## config.mk

```make
export PLATFORM = sky130hd
export DESIGN_NAME = e1o_rx_overhead_status
export DESIGN_NICKNAME = d
export VERILOG_FILES = /design/src/e1o_pkg.sv /design/src/e1o_rx_overhead_status.sv
export VERILOG_INCLUDE_DIRS = /design/src
export SDC_FILE = /design/constraint.sdc
export NUM_CORES = 1
export LEC_CHECK = 0
export BUFFER_PORTS_ARGS = -buffer_cell sky130_fd_sc_hd__buf_2
export CAP_MARGIN = 20
export CORE_MARGIN = 2
export CORE_UTILIZATION = 52
export DETAILED_ROUTE_END_ITERATION = 12
export PLACE_DENSITY = 0.73
export SYNTH_ARGS = -nofsm -noshare
export SYNTH_HDL_FRONTEND = slang
export SYNTH_SLANG_ARGS = --single-unit
```

## constraint.sdc

```tcl
create_clock -name aclk -period 2.7 [get_ports aclk]
set_clock_uncertainty 0.15 [all_clocks]
set_input_delay 0.54 -clock aclk [delete_from_list [all_inputs] [get_ports aclk]]
set_output_delay 0.54 -clock aclk [all_outputs]
set_load 0.005 [all_outputs]
```

## src/e1o_regs.svh

```systemverilog
`ifndef E1O_REGS_SVH
`define E1O_REGS_SVH

// ********************************************************************
// register indexes (byte address is four times the index)
// ********************************************************************
`define E1O_IDX_CRC_CTRL 14'h010B
`define E1O_IDX_SIG_CHG_TS8 14'h010E
`define E1O_IDX_SIG_CHG_TS16 14'h010F
`define E1O_IDX_SIG_CHG_TS24 14'h0110
`define E1O_IDX_NATIONAL 14'h0111
`define E1O_IDX_EXTRA 14'h0112
`define E1O_IDX_LOSS_STAT 14'h0120

// ********************************************************************
// field positions
// ********************************************************************
`define E1O_CRIT_LSB 0
`define E1O_EXTRA_INFRAME_BIT 7
`define E1O_EXTRA_COMPLY_BIT 6
`define E1O_EXTRA_FIRST_BIT 3
`define E1O_EXTRA_YELLOW_BIT 2
`define E1O_EXTRA_SECOND_BIT 1
`define E1O_EXTRA_THIRD_BIT 0
`define E1O_NAT_SI_ALIGN_BIT 7
`define E1O_NAT_SI_OTHER_BIT 6
`define E1O_NAT_RAI_BIT 5
`define E1O_LOSS_STAT_BIT 0

// ********************************************************************
// reset values
// ********************************************************************
`define E1O_SIG_CHG_RST 8'h00
`define E1O_NAT_RST 8'h00
`define E1O_TS16_RST 4'h0
`define E1O_CRIT_RST 2'h0
`define E1O_COMPLY_RST 1'b0

// ********************************************************************
// counts and times
// ********************************************************************
`define E1O_CONSEC_CODE0 4'h4
`define E1O_CONSEC_CODE1 4'h2
`define E1O_CONSEC_CODE2 4'h8
`define E1O_CONSEC_COMPLY 4'h4
`define E1O_ERR_LIMIT 915
`define E1O_WINDOW_NS 1000000000
`define E1O_FRAME_NS 125000
`define E1O_FIRST_TS 8

`endif

```

## src/e1o_pkg.sv

```systemverilog
// ********************************************************************
// shared types
// ********************************************************************
package e1o_pkg;

  // timeslot 0 octet of one received frame
  typedef struct packed {
    logic valid;
    logic is_fas;
    logic [7:0] data;
  } e1o_ts0_t;

  // timeslot 16 octet of frame 0 of the signalling multiframe
  typedef struct packed {
    logic valid;
    logic [7:0] data;
  } e1o_ts16_t;

  // one received signalling nibble
  typedef struct packed {
    logic valid;
    logic [4:0] ts;
    logic [3:0] abcd;
  } e1o_cas_t;

  // crc-4 events from the framer
  typedef struct packed {
    logic frame_tick;
    logic crc_err;
    logic mf_check;
    logic mf_bad;
  } e1o_crc_ev_t;

  typedef enum logic [1:0] {
    E1O_RESP_OKAY = 2'h0,
    E1O_RESP_SLVERR = 2'h2
  } e1o_resp_t;

endpackage

```

## src/e1o_rx_overhead_status.sv

```systemverilog
// Chosen here: register access over AXI4-Lite.
`timescale 1ns/10ps
`default_nettype none
`include "e1o_regs.svh"
// How it works
// - change flags ts8..15, bit7 is ts8
// - change flags ts16..23, bit7 is ts16
// - change flags ts24..31, bit7 is ts24
// - flag set on change, read clears
// - flags only set in cas mode, held cleared without cas
// - latch si of fas frames, bit 7
// - latch si of other frames, bit 6
// - latch remote alarm bit into bit 5
// - latch sa4..sa8 into bits 4..0
// - bit 7 of extra shows in-frame
// - code 11 standard: 915 errors per second
// - code 11 compliant: 4 bad or 915
// - ts16 bit 5 into extra bit 3
// - ts16 bit 6 yellow alarm, bit 2
// - ts16 bit 7 into extra bit 1
// - ts16 bit 8 into extra bit 0
// - ts16 bits only latched in cas mode
// - codes 00/01/10 pick 4/2/8 bad
module e1o_rx_overhead_status import e1o_pkg::*; #(
  parameter int ADDR_W = 16,
  parameter int WINDOW_FRAMES = `E1O_WINDOW_NS / `E1O_FRAME_NS,
  parameter int ERR_LIMIT = `E1O_ERR_LIMIT
) (
  input wire logic aclk,              // framer clock
  input wire logic aresetn,           // sync reset, active low
  input wire logic [ADDR_W-1:0] awaddr, // write address
  input wire logic awvalid,           // write address valid
  output logic awready,               // write address taken
  input wire logic [31:0] wdata,      // write data
  input wire logic [3:0] wstrb,       // byte enables
  input wire logic wvalid,            // write data valid
  output logic wready,                // write data taken
  output logic [1:0] bresp,           // write response
  output logic bvalid,                // write response valid
  input wire logic bready,            // write response taken
  input wire logic [ADDR_W-1:0] araddr, // read address
  input wire logic arvalid,           // read address valid
  output logic arready,               // read address taken
  output logic [31:0] rdata,          // read data
  output logic [1:0] rresp,           // read response
  output logic rvalid,                // read data valid
  input wire logic rready,            // read data taken
  input wire e1o_ts0_t ts0_in,        // timeslot 0 octet
  input wire e1o_ts16_t ts16_in,      // timeslot 16, frame 0
  input wire e1o_cas_t cas_in,        // signalling nibble
  input wire e1o_crc_ev_t crc_in,     // crc-4 events
  input wire logic cas_mode,          // stream carries cas
  input wire logic in_frame,          // framer declares in-frame
  output logic crc_loss_event         // loss of crc-4 mf declared
);

  // ******************************************************************
  // state
  // ******************************************************************
  logic [3:0] last_abcd [32];
  logic [31:8] chg_flags;
  logic [7:0] nat_bits;
  logic [3:0] ts16_bits;
  logic [1:0] crc_loss_criterion;
  logic crc_loss_compliance_sel;
  logic loss_sticky;
  logic [3:0] mfa_run;
  logic [13:0] frame_cnt;
  logic [9:0] err_cnt;
  logic win_declared;

  // ******************************************************************
  // bus decode
  // ******************************************************************
  wire aw_go = awvalid && wvalid && !awready && !bvalid;
  wire wr_take = awvalid && awready && wvalid && wready;
  wire [13:0] wr_idx = 14'(awaddr[ADDR_W-1:2]);
  wire ar_go = arvalid && !arready && !rvalid;
  wire rd_take = arvalid && arready;
  wire [13:0] rd_idx = 14'(araddr[ADDR_W-1:2]);
  wire wr_crc = wr_take && wstrb[0] && wr_idx == `E1O_IDX_CRC_CTRL;
  wire wr_extra = wr_take && wstrb[0] && wr_idx == `E1O_IDX_EXTRA;
  wire rd_ts8 = rd_take && rd_idx == `E1O_IDX_SIG_CHG_TS8;
  wire rd_ts16 = rd_take && rd_idx == `E1O_IDX_SIG_CHG_TS16;
  wire rd_ts24 = rd_take && rd_idx == `E1O_IDX_SIG_CHG_TS24;
  wire rd_loss = rd_take && rd_idx == `E1O_IDX_LOSS_STAT;
  wire wr_mapped = wr_idx == `E1O_IDX_CRC_CTRL || wr_idx == `E1O_IDX_EXTRA ||
                   wr_idx == `E1O_IDX_SIG_CHG_TS8 || wr_idx == `E1O_IDX_SIG_CHG_TS16 ||
                   wr_idx == `E1O_IDX_SIG_CHG_TS24 || wr_idx == `E1O_IDX_NATIONAL ||
                   wr_idx == `E1O_IDX_LOSS_STAT;

  // ******************************************************************
  // signalling change detection
  // ******************************************************************
  // register view: bit 7 is the lowest timeslot of the group
  function automatic logic [7:0] flag_view(input logic [31:8] f, input int base);
    logic [7:0] r;
    r = 8'h00;
    for (int k = 0; k < 8; k++) begin
      r[7-k] = f[base+k];
    end
    return r;
  endfunction

  wire cas_hit = cas_in.valid && cas_mode && cas_in.ts >= 5'(`E1O_FIRST_TS);
  wire change_hit = cas_hit && cas_in.abcd != last_abcd[cas_in.ts];
  logic [31:8] set_vec;
  logic [31:8] clr_vec;
  logic [31:8] next_chg;

  // one-hot set from a changed nibble, clear mask from reads
  always_comb begin
    set_vec = '0;
    if (change_hit) begin
      set_vec[cas_in.ts] = 1'b1;
    end
    clr_vec = {{8{rd_ts24}}, {8{rd_ts16}}, {8{rd_ts8}}};
    next_chg = (chg_flags & ~clr_vec) | set_vec;
    if (!cas_mode) begin
      next_chg = '0;
    end
  end

  // flags, set wins over read clear
  always_ff @(posedge aclk) begin
    if (!aresetn) begin
      chg_flags <= {`E1O_SIG_CHG_RST, `E1O_SIG_CHG_RST, `E1O_SIG_CHG_RST};
    end else begin
      chg_flags <= next_chg;
    end
  end

  // last nibble seen for each of timeslots 8..31, in cas mode
  always_ff @(posedge aclk) begin
    if (!aresetn) begin
      for (int i = 0; i < 32; i++) begin
        last_abcd[i] <= 4'h0;
      end
    end else if (cas_hit) begin
      last_abcd[cas_in.ts] <= cas_in.abcd;
    end
  end

  // ******************************************************************
  // timeslot 0 and timeslot 16 capture
  // ******************************************************************
  always_ff @(posedge aclk) begin
    if (!aresetn) begin
      nat_bits <= `E1O_NAT_RST;
    end else if (ts0_in.valid && ts0_in.is_fas) begin
      nat_bits[`E1O_NAT_SI_ALIGN_BIT] <= ts0_in.data[7];
    end else if (ts0_in.valid) begin
      nat_bits[`E1O_NAT_SI_OTHER_BIT] <= ts0_in.data[7];
      nat_bits[`E1O_NAT_RAI_BIT] <= ts0_in.data[5];
      nat_bits[4:0] <= ts0_in.data[4:0];
    end
  end

  // extra, yellow and extra bits of frame 0, bits 5..8
  always_ff @(posedge aclk) begin
    if (!aresetn) begin
      ts16_bits <= `E1O_TS16_RST;
    end else if (ts16_in.valid && cas_mode) begin
      ts16_bits <= ts16_in.data[3:0];
    end
  end

  // ******************************************************************
  // crc-4 multiframe loss criterion
  // ******************************************************************
  logic [3:0] consec_thr;
  always_comb begin
    unique case (crc_loss_criterion)
      2'h0: consec_thr = `E1O_CONSEC_CODE0;
      2'h1: consec_thr = `E1O_CONSEC_CODE1;
      2'h2: consec_thr = `E1O_CONSEC_CODE2;
      2'h3: consec_thr = crc_loss_compliance_sel ? `E1O_CONSEC_COMPLY : 4'h0;
    endcase
  end

  wire bad_mf = crc_in.mf_check && crc_in.mf_bad;
  wire consec_hit = bad_mf && consec_thr != 4'h0 && mfa_run + 4'h1 >= consec_thr;
  // an error on the window's last tick belongs to the next window
  wire win_end = crc_in.frame_tick && frame_cnt == 14'(WINDOW_FRAMES - 1);
  wire count_hit = crc_loss_criterion == 2'h3 && crc_in.crc_err && !win_declared &&
                   !win_end && err_cnt == 10'(ERR_LIMIT - 1);

  // run of errored multiframe alignments, restarted after a declaration
  always_ff @(posedge aclk) begin
    if (!aresetn) begin
      mfa_run <= 4'h0;
    end else if (consec_hit || (crc_in.mf_check && !crc_in.mf_bad)) begin
      mfa_run <= 4'h0;
    end else if (bad_mf && mfa_run != 4'hF) begin
      mfa_run <= mfa_run + 4'h1;
    end
  end

  // one-second window of frames
  always_ff @(posedge aclk) begin
    if (!aresetn) begin
      frame_cnt <= 14'h0000;
    end else if (win_end) begin
      frame_cnt <= 14'h0000;
    end else if (crc_in.frame_tick) begin
      frame_cnt <= frame_cnt + 14'h0001;
    end
  end

  // errors in the window; a new window starts from the error seen now
  always_ff @(posedge aclk) begin
    if (!aresetn) begin
      err_cnt <= 10'h000;
      win_declared <= 1'b0;
    end else if (win_end) begin
      err_cnt <= {9'h000, crc_in.crc_err};
      win_declared <= 1'b0;
    end else begin
      if (crc_in.crc_err && err_cnt != 10'(ERR_LIMIT)) begin
        err_cnt <= err_cnt + 10'h001;
      end
      if (count_hit) begin
        win_declared <= 1'b1;
      end
    end
  end

  // declaration pulse and sticky status, set wins over read clear
  always_ff @(posedge aclk) begin
    if (!aresetn) begin
      crc_loss_event <= 1'b0;
      loss_sticky <= 1'b0;
    end else begin
      crc_loss_event <= consec_hit || count_hit;
      loss_sticky <= consec_hit || count_hit || (loss_sticky && !rd_loss);
    end
  end

  // ******************************************************************
  // writable controls
  // ******************************************************************
  always_ff @(posedge aclk) begin
    if (!aresetn) begin
      crc_loss_criterion <= `E1O_CRIT_RST;
      crc_loss_compliance_sel <= `E1O_COMPLY_RST;
    end else begin
      if (wr_crc) begin
        crc_loss_criterion <= wdata[`E1O_CRIT_LSB +: 2];
      end
      if (wr_extra) begin
        crc_loss_compliance_sel <= wdata[`E1O_EXTRA_COMPLY_BIT];
      end
    end
  end

  // ******************************************************************
  // read mux
  // ******************************************************************
  wire [7:0] extra_view = {in_frame, crc_loss_compliance_sel, 2'b00, ts16_bits};
  logic [7:0] rd_byte;
  logic rd_ok;
  always_comb begin
    rd_ok = 1'b1;
    unique case (rd_idx)
      `E1O_IDX_CRC_CTRL: rd_byte = {6'h00, crc_loss_criterion};
      `E1O_IDX_SIG_CHG_TS8: rd_byte = flag_view(chg_flags, 8);
      `E1O_IDX_SIG_CHG_TS16: rd_byte = flag_view(chg_flags, 16);
      `E1O_IDX_SIG_CHG_TS24: rd_byte = flag_view(chg_flags, 24);
      `E1O_IDX_NATIONAL: rd_byte = nat_bits;
      `E1O_IDX_EXTRA: rd_byte = extra_view;
      `E1O_IDX_LOSS_STAT: rd_byte = {7'h00, loss_sticky};
      default: begin
        rd_byte = 8'h00;
        rd_ok = 1'b0;
      end
    endcase
  end

  // ******************************************************************
  // axi4-lite write channel
  // ******************************************************************
  always_ff @(posedge aclk) begin
    if (!aresetn) begin
      awready <= 1'b0;
      wready <= 1'b0;
      bvalid <= 1'b0;
      bresp <= E1O_RESP_OKAY;
    end else begin
      awready <= aw_go;
      wready <= aw_go;
      if (wr_take) begin
        bvalid <= 1'b1;
        bresp <= wr_mapped ? E1O_RESP_OKAY : E1O_RESP_SLVERR;
      end else if (bready) begin
        bvalid <= 1'b0;
      end
    end
  end

  // ******************************************************************
  // axi4-lite read channel
  // ******************************************************************
  always_ff @(posedge aclk) begin
    if (!aresetn) begin
      arready <= 1'b0;
      rvalid <= 1'b0;
      rdata <= 32'h0000_0000;
      rresp <= E1O_RESP_OKAY;
    end else begin
      arready <= ar_go;
      if (rd_take) begin
        rvalid <= 1'b1;
        rdata <= {24'h00_0000, rd_byte};
        rresp <= rd_ok ? E1O_RESP_OKAY : E1O_RESP_SLVERR;
      end else if (rready) begin
        rvalid <= 1'b0;
      end
    end
  end
endmodule
`default_nettype wire

```

# After elaboration in Yosys (flattened, before gate mapping)
# Memories as Yosys holds them, arrays and structs flattened.
# Index checks and enable logic that the tools add are counted.
# Widths: inputs -> output; s select.
[word_totals]
n_memories = 1
out_inout_bits = 42
mem_bits_rw = 128
inputBits = 110
reg_bits = 86
wordCells = 139
[op_classes]
reduce_logical = 62
n_lt_le_gt_ge = 4
n_bitwise = 5
n_eq_ne = 22
n_mux = 22
addsub = 3
[memory_table]
columns = ["name", "depth", "width", "read_ports", "rd_ports_with_merged_regs", "write_ports", "line_no", "source"]
rows = [
  ["last_abcd", 32, 4, 1, 0, 32, "e1o_rx_overhead_status.sv:60", "logic [3:0] last_abcd [32];"],
]
[ops]
columns = ["operator", "count"]
rows = [
  ["$eq 14x9->1 const B", 14],
  ["$pmux 8 s7", 1],
  ["$logic_and 1x1->1", 34],
  ["$and 24x24->24", 1],
  ["$mux 24", 1],
  ["$not 24->24", 1],
  ["$or 24x24->24", 1],
  ["$pmux 4 s4", 1],
  ["$add 14x1->14 const B", 1],
  ["$eq 14x13->1 const B", 1],
  ["$mux 1", 13],
  ["$add 10x1->10 const B", 1],
  ["$eq 10x10->1 const B", 1],
  ["$ne 10x10->1 const B", 1],
  ["$logic_or 1x1->1", 9],
  ["$logic_not 1->1", 8],
  ["$reduce_or 7->1", 1],
  ["$lt 5x6->1 const B", 1],
  ["$reduce_bool 2->1", 3],
  ["$demux 1 s5", 1],
  ["$ge 5x1->1 const B", 1],
  ["$ge 5x4->1 const B", 1],
  ["$mux 5", 1],
  ["$add 4x1->4 const B", 1],
  ["other kinds (14)", 19],
]

# Longest topological paths before layout
# Gate-level depths: netlist of run 1.
[logic_depth]
depth_word = 8
depth_mapped = 10

# Least setup slack after synthesis of run 1
# No wires, ideal clock.
[synth_path]
path_type = "input -> register"
startpoint = "in cas_in[7] in the netlist's numbering"
endpoint = "reg chg_flags[25] in the netlist's numbering"
path_buffers = 2
arrival_time_ns = 2.576
t_required_ns = 2.433
setup_ns = 0.117
path_stages = 9
setup_slack_ns = -0.143
cell_sequence = "buf_4 > or4bb_1 > o22ai_1 > nor4_1 > o211ai_1 > xor2_1 > or4_4 > buf_6 > a32o_1"
[synth_via]
elab_chain_cells = 6
[synth_lines]
columns = ["item", "line_no", "source"]
rows = [
  ["start, declared", "e1o_rx_overhead_status.sv:50", "input wire e1o_cas_t cas_in,"],
  ["$lt 5x6->1 (not written as such) / $ge 5x1->1 (equally long branches)", "e1o_rx_overhead_status.sv:115", "set_vec[cas_in.ts] = 1'b1;"],
  ["$logic_and 1x1->1 (not written as such)", "e1o_rx_overhead_status.sv:115", ""],
  ["$mux 1 (not written as such)", "e1o_rx_overhead_status.sv:115", ""],
  ["$demux 1 s5", "e1o_rx_overhead_status.sv:115", ""],
  ["$mux 24 *", "e1o_rx_overhead_status.sv:114", "if (change_hit) begin"],
  ["$or 24x24->24 *", "e1o_rx_overhead_status.sv:118", "next_chg = (chg_flags & ~clr_vec) | set_vec;"],
  ["end signal, assigned", "e1o_rx_overhead_status.sv:127", "chg_flags <= {`E1O_SIG_CHG_RST, `E1O_SIG_CHG_RST, `E1O_SIG_CHG_RST};"],
  ["end signal, assigned", "e1o_rx_overhead_status.sv:129", "chg_flags <= next_chg;"],
  ["end, declared", "e1o_rx_overhead_status.sv:61", "logic [31:8] chg_flags;"],
]
# Mark *: on every way between the ends. The rest lies on a longest branch, timed or not.
# A chain may end at the register's enable or synchronous reset.

# Worst setup path in the final report of run 1
[layout_path]
startpoint = "in cas_in[5] in the netlist's numbering"
endpoint = "reg chg_flags[8] in the netlist's numbering"
# Same word-level chain as after synthesis.

==> metrics.md, run 1 <==
| Metric | Value |
|---|---|
| Result of the run | complete, no violations |
| Register area | 5530 sq um |
| Sequential share of power | 0.477 |
| Critical path fanouts, max | 14 |
| Die X-Extent | 142 um |
| Half-perimeter wire length after detailed placement | 16100 um |
| Share of power burned in the clock network | 0.434 |
| Cells after Synth | 879 |
| Crit end category | flop |
| Final period demand of the worst path | 2680 ps |
| Maximum clock frequency | 0.373 GHz |
| Hold violation total from the final report | 0 |
| Final setup fails | 0 |
| Cell taking the most area after synthesis | edfxtp_1 |
| Final nets | 1174 |
| Worst setup endpoint | chg_flags[8] |
| Sequential fraction of the synthesis area | 0.556 |
| Port bufs | 84 |
| TritonCTS clock tree | yes |
| Buffers from clock root to sink, at most | 3 |
| Io pins | 152 |
| Count of antenna-violating nets left after detailed routing | 0 |
| Placeable core area | 18800 sq um |
| Filler cell count | 1453 |
| Detailed-route wire length per cell | 18.0 um |
| Combined area of the multi-input logic cells | 4290 sq um |
| Floorplan row count | 50 |
| Post-synthesis area per instance | 11.3 sq um |
| Worst flop-to-flop path endpoint | chg_flags[8] |
| Starting utilization of the core area | 0.530 |
| Number of levels the H-tree was split into | 1 |
| Count of TritonRoute iterations in the first routing pass | 5 |
| Wire length of the first global-routing pass | 36200 um |
| Via count of the first global-routing pass | 6967 |
| Worst setup path startpoint | cas_in[5] |
| Worst slew margin | 0.502 |
| Static power due to leakage | 0.00483 uW |
| Post-synth top area share | 0.386 |
| Maximum number of pins on one net before global-route repair | 25 |
| Inserted Clock Buffers | 23 |
| FFs w/ async S/R, synth | 0 |
| Area of the mapped netlist | 9950 sq um |
| Diodes inserted | 0 |
| Fin. max-slew vios | 0 |
| Aggregate global routing overflow | 0 |
| Post-synth EDFFs | 128 |
| Cell types with the highest counts after synthesis | edfxtp_1 (128), and2_1 (97), dfxtp_1 (84) |
| Synth cell types | 61 |
| Launch point of the worst reg-to-reg path | last_abcd[13][1] |
| CP peak stage delay | 640 ps |
| Clock latency reported for the late side of the worst-skew pair | 510 ps |
| Post-DP Area | 11100 sq um |
| Net switching power of the design | 1690 uW |
| Yosys reg bits | 212 |
| Gp weighted congestion | 0.930 |
| Initial antenna violation count | 0 |
| Util after Layout | 0.648 |
| Die outline area | 20200 sq um |
| Internal power component | 5920 uW |
| Vias/cell | 5.62 |
| Cells along the critical path | buf_4 -> or4b_4 -> o22ai_1 -> nor3_2 -> o211ai_1 -> xor2_2 -> or4_4 -> a22o_1 |
| Final design area excluding fillers | 12200 sq um |
| Start-to-end type of the worst setup path | in -> reg |
| Switching share of total power | 0.222 |
| Worst Reg2Reg Path Length in Cells | 7 |
| Pwr/cell area | 626 nW/um^2 |
| Dominant cell by count in the synthesized netlist | edfxtp_1 |
| Type of the worst min-delay path | in -> reg |
| Final wirelength | 23500 um |
| Number of sinks driven by the clock tree | 212 |
| Max-cap check violation count | 0 |
| Critical-path top delay cell | or4_4 |
| Worst setup SP type | input port |
| Vert. Die Dim | 142 um |
| Worst EP arrival | 2910 ps |
| Total GRT Usage | 0.225 |
| Cell types with the largest area share after synthesis | edfxtp_1 (39%), dfxtp_1 (17%), mux2i_1 (6.4%) |
| Via count of the routed design | 7341 |
| Crit share post-route | 0.992 |
| Required time at the endpoint of the critical path | 2940 ps |
| Most frequently used flop master after synthesis | edfxtp_1 |
| Yosys Warn Count | 0 |
| Highest ir drop seen on vdd | 0.373 mV |
| Setup slack, reg-to-reg | 30 ps |
| Combinational share of power | 0.089 |
| Share of cells above drive strength 1 | 0.233 |
| Clk Tree Root Cell | clkbuf_16 |
| Transition time at the pin with the least slew margin | 747 ps |
| DR DRC count | 0 |
| Number of hold buffers added after cts | 0 |
| Iteration-0 DRC count of the detailed router | 631 |
| Clock transition time at the flip-flop clock pins of the worst setup and hold paths | 60 ps |
| Area Growth Syn to Fin | 22.2% |
metrics by stage:
stage | setup TNS (ps) | power, uW | cells | hold slack, ps | setup slack (ps)
final | 0 | 7620 | 1307 | 125 | 22.4
after global routing | -84.1 | 7850 | 1307 | 122 | -18.1
after CTS | 0 | 7570 | 1300 | 111 | 25.2
after detailed placement | -20350 | 4280 | 1259 | 290 | -686
after global placement | -19290 | 4270 | 1259 | 292 | -716
after floorplan | -1580 | 4050 | 936 | 275 | -110
cell families (layout without fill, tap and decap cells):
group	Yosys count	in the layout	share of synthesized area
compound gates	140	140	0.0928
xor+xnor	30	30	0.0264
fa+ha+maj	7	7	0.00881
buf+inv	91	225	0.0513
flops	212	212	0.556
mux	73	73	0.0814
other cells	1	58	0.000377
simple gates	325	328	0.183
what timing repair did:
item                       in CTS  in global routing
setup buffers                   0                  2
cloned                          0                  5
hold endpoints to repair        0                  0
pin swaps                       6                  9
gates resized for setup         5                 30
setup endpoints to repair      21                 18
flip-flops by register name (all words and copies together) (netlist names), 2 cells and up:
name and count:
chg_flags 24, frame_cnt 14, nat_bits 8, last_abcd 128
ts16_bits 4, rdata 8, crc_loss_criterion 2, mfa_run 4
err_cnt 10
worst max-delay path, delay by kind of cell:
family / cells / cell delay [ps]
AO/OA/AOI/OAI: 3 / 660
XOR/XNOR: 1 / 180
AND/OR/NAND/NOR: 3 / 1330
buffers and inverters: 1 / 180
layer usage:
metal  up-vias  GRT usage  routed length [um]  share of wire
met1      3498      0.310                9980           0.42
met3        31     0.0380                1920          0.082
met2       312      0.381               11300           0.48
met4         0     0.0417                 316          0.013
met5         -          0                   0              0
li1       3500          -                   -              -
area by class of cell:
| cell class | instances | area share |
|---|---|---|
| repair buffers | 170 | 0.0982 |
| flip-flops and latches | 212 | 0.455 |
| clock buffers | 33 | 0.0566 |
| clock inverters | 8 | 0.00967 |
| multi-input cells | 636 | 0.353 |
| well taps | 234 | 0.0241 |
| inverters | 14 | 0.00432 |
power groups by stage:
| stage | registers [uW] | logic, uW | clock network (uW) |
|---|---|---|---|
| floorplan | 3670 | 377 | 0 |
| global placement | 3690 | 579 | 0 |
| detailed placement | 3690 | 589 | 0 |
| CTS | 3630 | 597 | 3350 |
| global route | 3640 | 732 | 3480 |
| finish | 3630 | 680 | 3310 |
cell usage in the layout (no fill, tap or decap), types with 6 or more instances in the layout:
master	n
ha_1	7
a22o_1	17
clkbuf_16	26
conb_1	58
nand3b_1	6
o22ai_1	20
mux2i_1	58
nor4_1	6
and2_1	97
nand2_1	33
dfxtp_1	84
mux4_2	6
a21oi_1	21
edfxtp_1	128
xnor2_1	11
nor2_1	78
nand4_1	7
nand2b_1	7
nand3_1	26
and3_1	10
o21ai_0	39
buf_2	81
xor2_1	16
buf_4	79
a221oi_1	7
nor3_1	12
inv_1	14
how the worst min path moves through the flow:
stage          depth (start not counted)                 endpoint  slack (ps)           from
2_1_floorplan                          2            chg_flags[10]         280  chg_flags[10]
3_3_place_gp                           1                   wready         290         wready
3_5_place_dp                           1                   wready         290         bvalid
4_1_cts                                3  crc_loss_compliance_sel         110       wdata[6]
5_1_grt                                3              nat_bits[0]         120      ts0_in[0]
6_report                               3    crc_loss_criterion[1]         120       wdata[1]
Note: power is estimated with default switching activity, not from simulation.
==> run 2, diff against run 1 <==
--- a/config.mk
+++ b/config.mk
@@ -9,9 +9,9 @@
 export BUFFER_PORTS_ARGS = -buffer_cell sky130_fd_sc_hd__buf_2
 export CAP_MARGIN = 20
 export CORE_MARGIN = 2
-export CORE_UTILIZATION = 52
+export CORE_UTILIZATION = 62
 export DETAILED_ROUTE_END_ITERATION = 12
-export PLACE_DENSITY = 0.73
+export PLACE_DENSITY = 0.82
 export SYNTH_ARGS = -nofsm -noshare
 export SYNTH_HDL_FRONTEND = slang
 export SYNTH_SLANG_ARGS = --single-unit
==> constraint.sdc (replaced) <==
create_clock -name aclk -period 3.2 [get_ports aclk]
set_clock_uncertainty 0.15 [all_clocks]
set_input_delay 0.64 -clock aclk [delete_from_list [all_inputs] [get_ports aclk]]
set_output_delay 0.64 -clock aclk [all_outputs]
set_load 0.005 [all_outputs]
==> run 2 against run 1 <==
Die area shrank 16%. Combinational power decreased by 28%. Sequential power fell by 16%. Sequential share of layout area increased by 1.9 points. Non-clock buffer count fell by 21. Clock power down 19%. First-iteration DRC count is 12% higher. Flip-flop and latch count stayed put. Highest routed layer unchanged. Final cell count shrank 3.3%. Critical endpoint is now chg_flags[9]. Clock-buffer cell count decreased by 4.
==> metrics.md, run 2 (synthesis results as in run 1) <==
| Metric | Value |
|---|---|
| Post-CTS setup-driven buffer insertion count | 0 |
| Critical path fanouts, max | 21 |
| Vias/cell | 5.85 |
| Crit end category | flop |
| Result of the run | complete, no violations |
| Highest ir drop seen on vdd | 0.427 mV |
| Number of sinks driven by the clock tree | 212 |
| Wire length of the first global-routing pass | 36300 um |
| Initial antenna violation count | 0 |
| Number of levels the H-tree was split into | 1 |
| Number of instances in the placed design | 1224 |
| Worst slew margin | 0.407 |
| Die outline area | 17100 sq um |
| Diodes inserted | 0 |
| Via count of the first global-routing pass | 7081 |
| Die X-Extent | 131 um |
| Post-cts gate resize count | 0 |
| Share of cells above drive strength 1 | 0.194 |
| Floorplan row count | 46 |
| Count of antenna-violating nets left after detailed routing | 0 |
| Crit share post-route | 0.938 |
| Io pins | 152 |
| Starting utilization of the core area | 0.631 |
| Required time at the endpoint of the critical path | 3430 ps |
| Inserted Clock Buffers | 22 |
| Max-cap check violation count | 0 |
| Clock transition time at the flip-flop clock pins of the worst setup and hold paths | 60 ps |
| Aggregate negative setup slack | 0 ps |
| Fin. max-slew vios | 0 |
| Via count of the routed design | 7396 |
| Total GRT Usage | 0.273 |
| Final wirelength | 23000 um |
| Register name with the most flops | last_abcd |
| Clk Tree Root Cell | clkbuf_16 |
| Final setup fails | 0 |
| Buffers from clock root to sink, at most | 3 |
| Final period demand of the worst path | 3000 ps |
| Vert. Die Dim | 131 um |
| Type of the worst min-delay path | in -> reg |
| Clock latency reported for the late side of the worst-skew pair | 500 ps |
| Gp weighted congestion | 0.882 |
| Transition time at the pin with the least slew margin | 889 ps |
| Worst EP arrival | 3230 ps |
| Port bufs | 84 |
| Area Growth Syn to Fin | 17.4% |
| TritonCTS clock tree | yes |
| DR DRC count | 0 |
| Filler cell count | 1060 |
| Maximum number of pins on one net before global-route repair | 35 |
| Detailed-route wire length per cell | 18.2 um |
| Worst setup SP type | input port |
| Hold violation total from the final report | 0 |
| Static power due to leakage | 0.00464 uW |
| RSZ-0062 raised after global routing | false |
| Most frequent standard cell in the layout excluding fill and tap cells | edfxtp_1 |
| Final design area excluding fillers | 11700 sq um |
| Pwr/cell area | 532 nW/um^2 |
| Leading cell types in the layout, fill and taps excluded | edfxtp_1 (128), and2_1 (97), dfxtp_1 (84), buf_2 (83), nor2_1 (78) |
| Number of hold buffers added after cts | 0 |
| Max FFs per register | 128 |
| Final nets | 1149 |
| Start-to-end type of the worst setup path | in -> reg |
| Half-perimeter wire length after detailed placement | 15400 um |
| Count of TritonRoute iterations in the first routing pass | 5 |
| Registers with the most flip-flops | last_abcd (128), chg_flags (24), frame_cnt (14) |
| Placeable core area | 15800 sq um |
| Maximum clock frequency | 0.333 GHz |
| Iteration-0 DRC count of the detailed router | 709 |
| Post-DP Area | 10900 sq um |
| Number of standard cells in the final layout excluding fillers | 1264 |
| Aggregate global routing overflow | 0 |
## run 2: cell types whose count changed in the layout (fill, tap and decap cells not counted), moves of 4 or more
cell,before,now
mux2i_1,58,64
buf_4,79,64
o22ai_2,4,0
o22ai_1,20,24
## run 2: cell type report
class | count | area [sq um] | area share
multi-input combinational | 633 | 4120 | 0.353
inverter | 14 | 52.6 | 0.00450
tap | 216 | 270 | 0.0231
clock inverter | 11 | 111 | 0.00953
sequential | 212 | 5530 | 0.473
clock buffer | 29 | 661 | 0.0566
timing repair buffer | 149 | 936 | 0.0801
## run 2: worst paths after layout
kind | cells past startpoint | endpoint | start | slack, ps
worst max register to register | 8 | chg_flags[9] | last_abcd[9][1] | 360
worst min register to register | 1 | wready | bvalid | 300
worst min-delay path | 3 | wready | awvalid | 230
worst max-delay path | 10 | chg_flags[9] | cas_in[6] | 200
## run 2: report_power, final
part           total (uW)  internal, uW  leakage (uW)  switching, uW
clock                2670          1620      0.000375           1050
combinational         491           202       0.00236            289
sequential           3060          3010       0.00191           47.4
## run 2: layer usage
| metal | vias to the layer above | routed length [um] | GRT usage |
|---|---|---|---|
| met5 | - | 0 | 0 |
| met4 | 0 | 510 | 0.0839 |
| met3 | 48 | 1970 | 0.0456 |
| met2 | 391 | 11300 | 0.464 |
| met1 | 3513 | 9280 | 0.362 |
| li1 | 3444 | - | - |
## run 2: worst max-delay path: stages
cell and delay (ps):
buf_2 170, buf_4 170, or4bb_1 550, o22ai_1 250, nor4_1 110, buf_4 150
o21ai_1 80, xor2_1 100, or4_4 700, a32o_1 300
## run 2: through the flow
step | hold slack (ps) | setup WS (ps) | util | total power [uW]
3_3_place_gp | 290 | -147 | 0.692 | 3580
5_1_grt | 237 | 142 | 0.741 | 6400
2_1_floorplan | 275 | 257 | - | 3410
4_1_cts | 220 | 235 | 0.741 | 6230
6_report | 229 | 199 | 0.741 | 6220
3_5_place_dp | 284 | -160 | 0.692 | 3590
==> run 3, diff against run 2 <==
==> constraint.sdc (replaced) <==
create_clock -name aclk -period 3.2 [get_ports aclk]
set_clock_uncertainty 0.15 [all_clocks]
set_input_delay 0.32 -clock aclk [delete_from_list [all_inputs] [get_ports aclk]]
set_output_delay 0.32 -clock aclk [all_outputs]
set_load 0.005 [all_outputs]
==> run 3 against run 2 <==
Non-clock buffer count grew 24. Clock power shrank 7.9%. Clock-buffer cell count grew 6. Die area is the same. Utilization grew 1.1 points. Critical path depth shrank 2. Global-route usage grew 0.55 points. Sequential power is essentially flat. Cell area grew 1.5%. Critical endpoint is now chg_flags[12].
==> metrics.md, run 3 (synthesis results as in run 1) <==
| Metric | Value |
|---|---|
| Result of the run | complete, no violations |
| Cells along the critical path | mux2i_1 -> o22ai_1 -> nor4_1 -> buf_4 -> o211ai_1 -> xor2_1 -> or4_4 -> a32o_1 |
| Transition time at the pin with the least slew margin | 945 ps |
| Final wirelength | 23300 um |
| Placeable core area | 15800 sq um |
| Vias/cell | 5.82 |
| Share of cells above drive strength 1 | 0.177 |
| Start-to-end type of the worst setup path | reg -> reg |
| TritonCTS clock tree | yes |
| Delay-heaviest family, CP | simple AND/OR/NAND/NOR gates |
| Leading cell types in the layout, fill and taps excluded | edfxtp_1 (128), and2_1 (97), dfxtp_1 (84), buf_2 (83), nor2_1 (78) |
| Critical path fanouts, max | 21 |
| Maximum clock frequency | 0.368 GHz |
| Worst Reg2Reg Path Length in Cells | 8 |
| Number of levels the H-tree was split into | 1 |
| Aggregate negative setup slack | 0 ps |
| Endpoint of the worst hold path | rdata[7] |
| Via count of the first global-routing pass | 7431 |
| Required time at the endpoint of the critical path | 3450 ps |
| Aggregate global routing overflow | 0 |
| Iteration-0 DRC count of the detailed router | 615 |
| Fin. max-slew vios | 0 |
| CP peak stage delay | 710 ps |
| Clock transition time at the flip-flop clock pins of the worst setup and hold paths | 60 ps |
| Min Hold Slack | 7.14 ps |
| Final period demand of the worst path | 2720 ps |
| Worst setup SP type | flop |
| Max-cap check violation count | 0 |
| Floorplan row count | 46 |
| Post-DP Area | 10900 sq um |
| Detailed-route wire length per cell | 18.1 um |
| Number of hold buffers added after cts | 29 |
| Critical-path top delay cell | or4_4 |
| Total buffers and inverters traversed by the critical path | 1 |
| Pwr/cell area | 509 nW/um^2 |
| Launch point of the worst reg-to-reg path | last_abcd[27][2] |
| Highest ir drop seen on vdd | 0.375 mV |
| Worst flop-to-flop path endpoint | chg_flags[12] |
| Post-CTS setup-driven buffer insertion count | 0 |
| Buffers from clock root to sink, at most | 3 |
| Worst EP arrival | 2960 ps |
| Maximum number of pins on one net before global-route repair | 46 |
| Count of antenna-violating nets left after detailed routing | 0 |
| DR DRC count | 0 |
| Crit share post-route | 0.850 |
| Gp weighted congestion | 0.874 |
| Combined area of the multi-input logic cells | 4120 sq um |
| Most frequent standard cell in the layout excluding fill and tap cells | edfxtp_1 |
| Total GRT Usage | 0.278 |
| Hold wc startpoint | in_frame |
| Vert. Die Dim | 131 um |
| RSZ-0062 raised after global routing | false |
| Crit end category | flop |
| Initial antenna violation count | 0 |
| Clk Tree Root Cell | clkbuf_16 |
| Inserted Clock Buffers | 22 |
| Worst slack, placed | 31.3 ps |
| Registers with the most flip-flops | last_abcd (128), chg_flags (24), frame_cnt (14) |
| Hold Path Cell Cnt | 3 |
| Hold violation total from the final report | 0 |
| Register area | 5530 sq um |
| Half-perimeter wire length after detailed placement | 15000 um |
| Register name with the most flops | last_abcd |
| Worst slew margin | 0.370 |
| Static power due to leakage | 0.00470 uW |
| Diodes inserted | 0 |
| Count of TritonRoute iterations in the first routing pass | 5 |
| Filler cell count | 994 |
| Number of sinks driven by the clock tree | 212 |
| Setup slack, reg-to-reg | 480 ps |
| Via count of the routed design | 7493 |
| Die outline area | 17100 sq um |
| Io pins | 152 |
| Die X-Extent | 131 um |
| Area Growth Syn to Fin | 19.2% |
| Post-cts gate resize count | 0 |
| Final design area excluding fillers | 11900 sq um |
| Max FFs per register | 128 |
| Final nets | 1173 |
| Type of the worst min-delay path | in -> reg |
| Setup WS post-layout | 481 ps |
| Port bufs | 84 |
| Final setup fails | 0 |
| Wire length of the first global-routing pass | 36900 um |
| Clock latency reported for the late side of the worst-skew pair | 510 ps |
| Starting utilization of the core area | 0.631 |
| Total power after layout | 6040 uW |
==> run 3: cell types whose count changed in the layout (fill, tap and decap cells not counted), sizes merged <==
cell | previous run | this run
clkinvlp | 3 | 0
clkbuf | 29 | 35
buf | 149 | 144
bufinv | 2 | 1
dlygate4sd3 | 0 | 29
clkinv | 6 | 4
==> run 3: area by class of cell <==
cell class | instances | share of cell area
Multi-Input combinational cell | 633 | 0.348
Clock inverter | 5 | 0.00390
Tap cell | 216 | 0.0228
Inverter | 14 | 0.00443
Sequential cell | 212 | 0.466
Timing Repair Buffer | 173 | 0.100
Clock buffer | 35 | 0.0550
==> run 3: per-layer routing <==
metal  wire, um  up-vias  share of wire  global-route usage
met1       9360     3551           0.40               0.350
li1           -     3494              -                   -
met4        720        0          0.031               0.113
met5          0        -              0                   0
met2      11400      375           0.49               0.479
met3       1830       73          0.078              0.0485
==> run 3: worst max path at each step <==
stage / startpoint / to / slack [ps] / cells after the start
global placement: cas_in[4] / chg_flags[12] / 80 / 10
finish: last_abcd[27][2] / chg_flags[12] / 480 / 8
CTS: last_abcd[27][2] / chg_flags[12] / 470 / 8
floorplan: cas_in[7] / chg_flags[25] / 580 / 9
detailed placement: cas_in[4] / chg_flags[9] / 30 / 8
global route: last_abcd[27][2] / chg_flags[12] / 350 / 8
==> run 3: where the power goes <==
group / switching, uW / internal [uW] / leakage (uW)
Clock: 992 / 1470 / 0.000341
Combinational: 296 / 221 / 0.00245
Sequential: 46.2 / 3010 / 0.00191
Total: 1330 / 4700 / 0.00470
==> run 3: metrics by stage <==
step | util | instances
after global routing | 0.752 | 1288
final | 0.752 | 1288
after CTS | 0.752 | 1288
after global placement | 0.689 | 1219
after floorplan | - | 936
after detailed placement | 0.689 | 1219
==> run 3: worst min-delay path: stages <==
cell	delay (ps)
buf_2	80
a222oi_1	80
a21oi_1	130
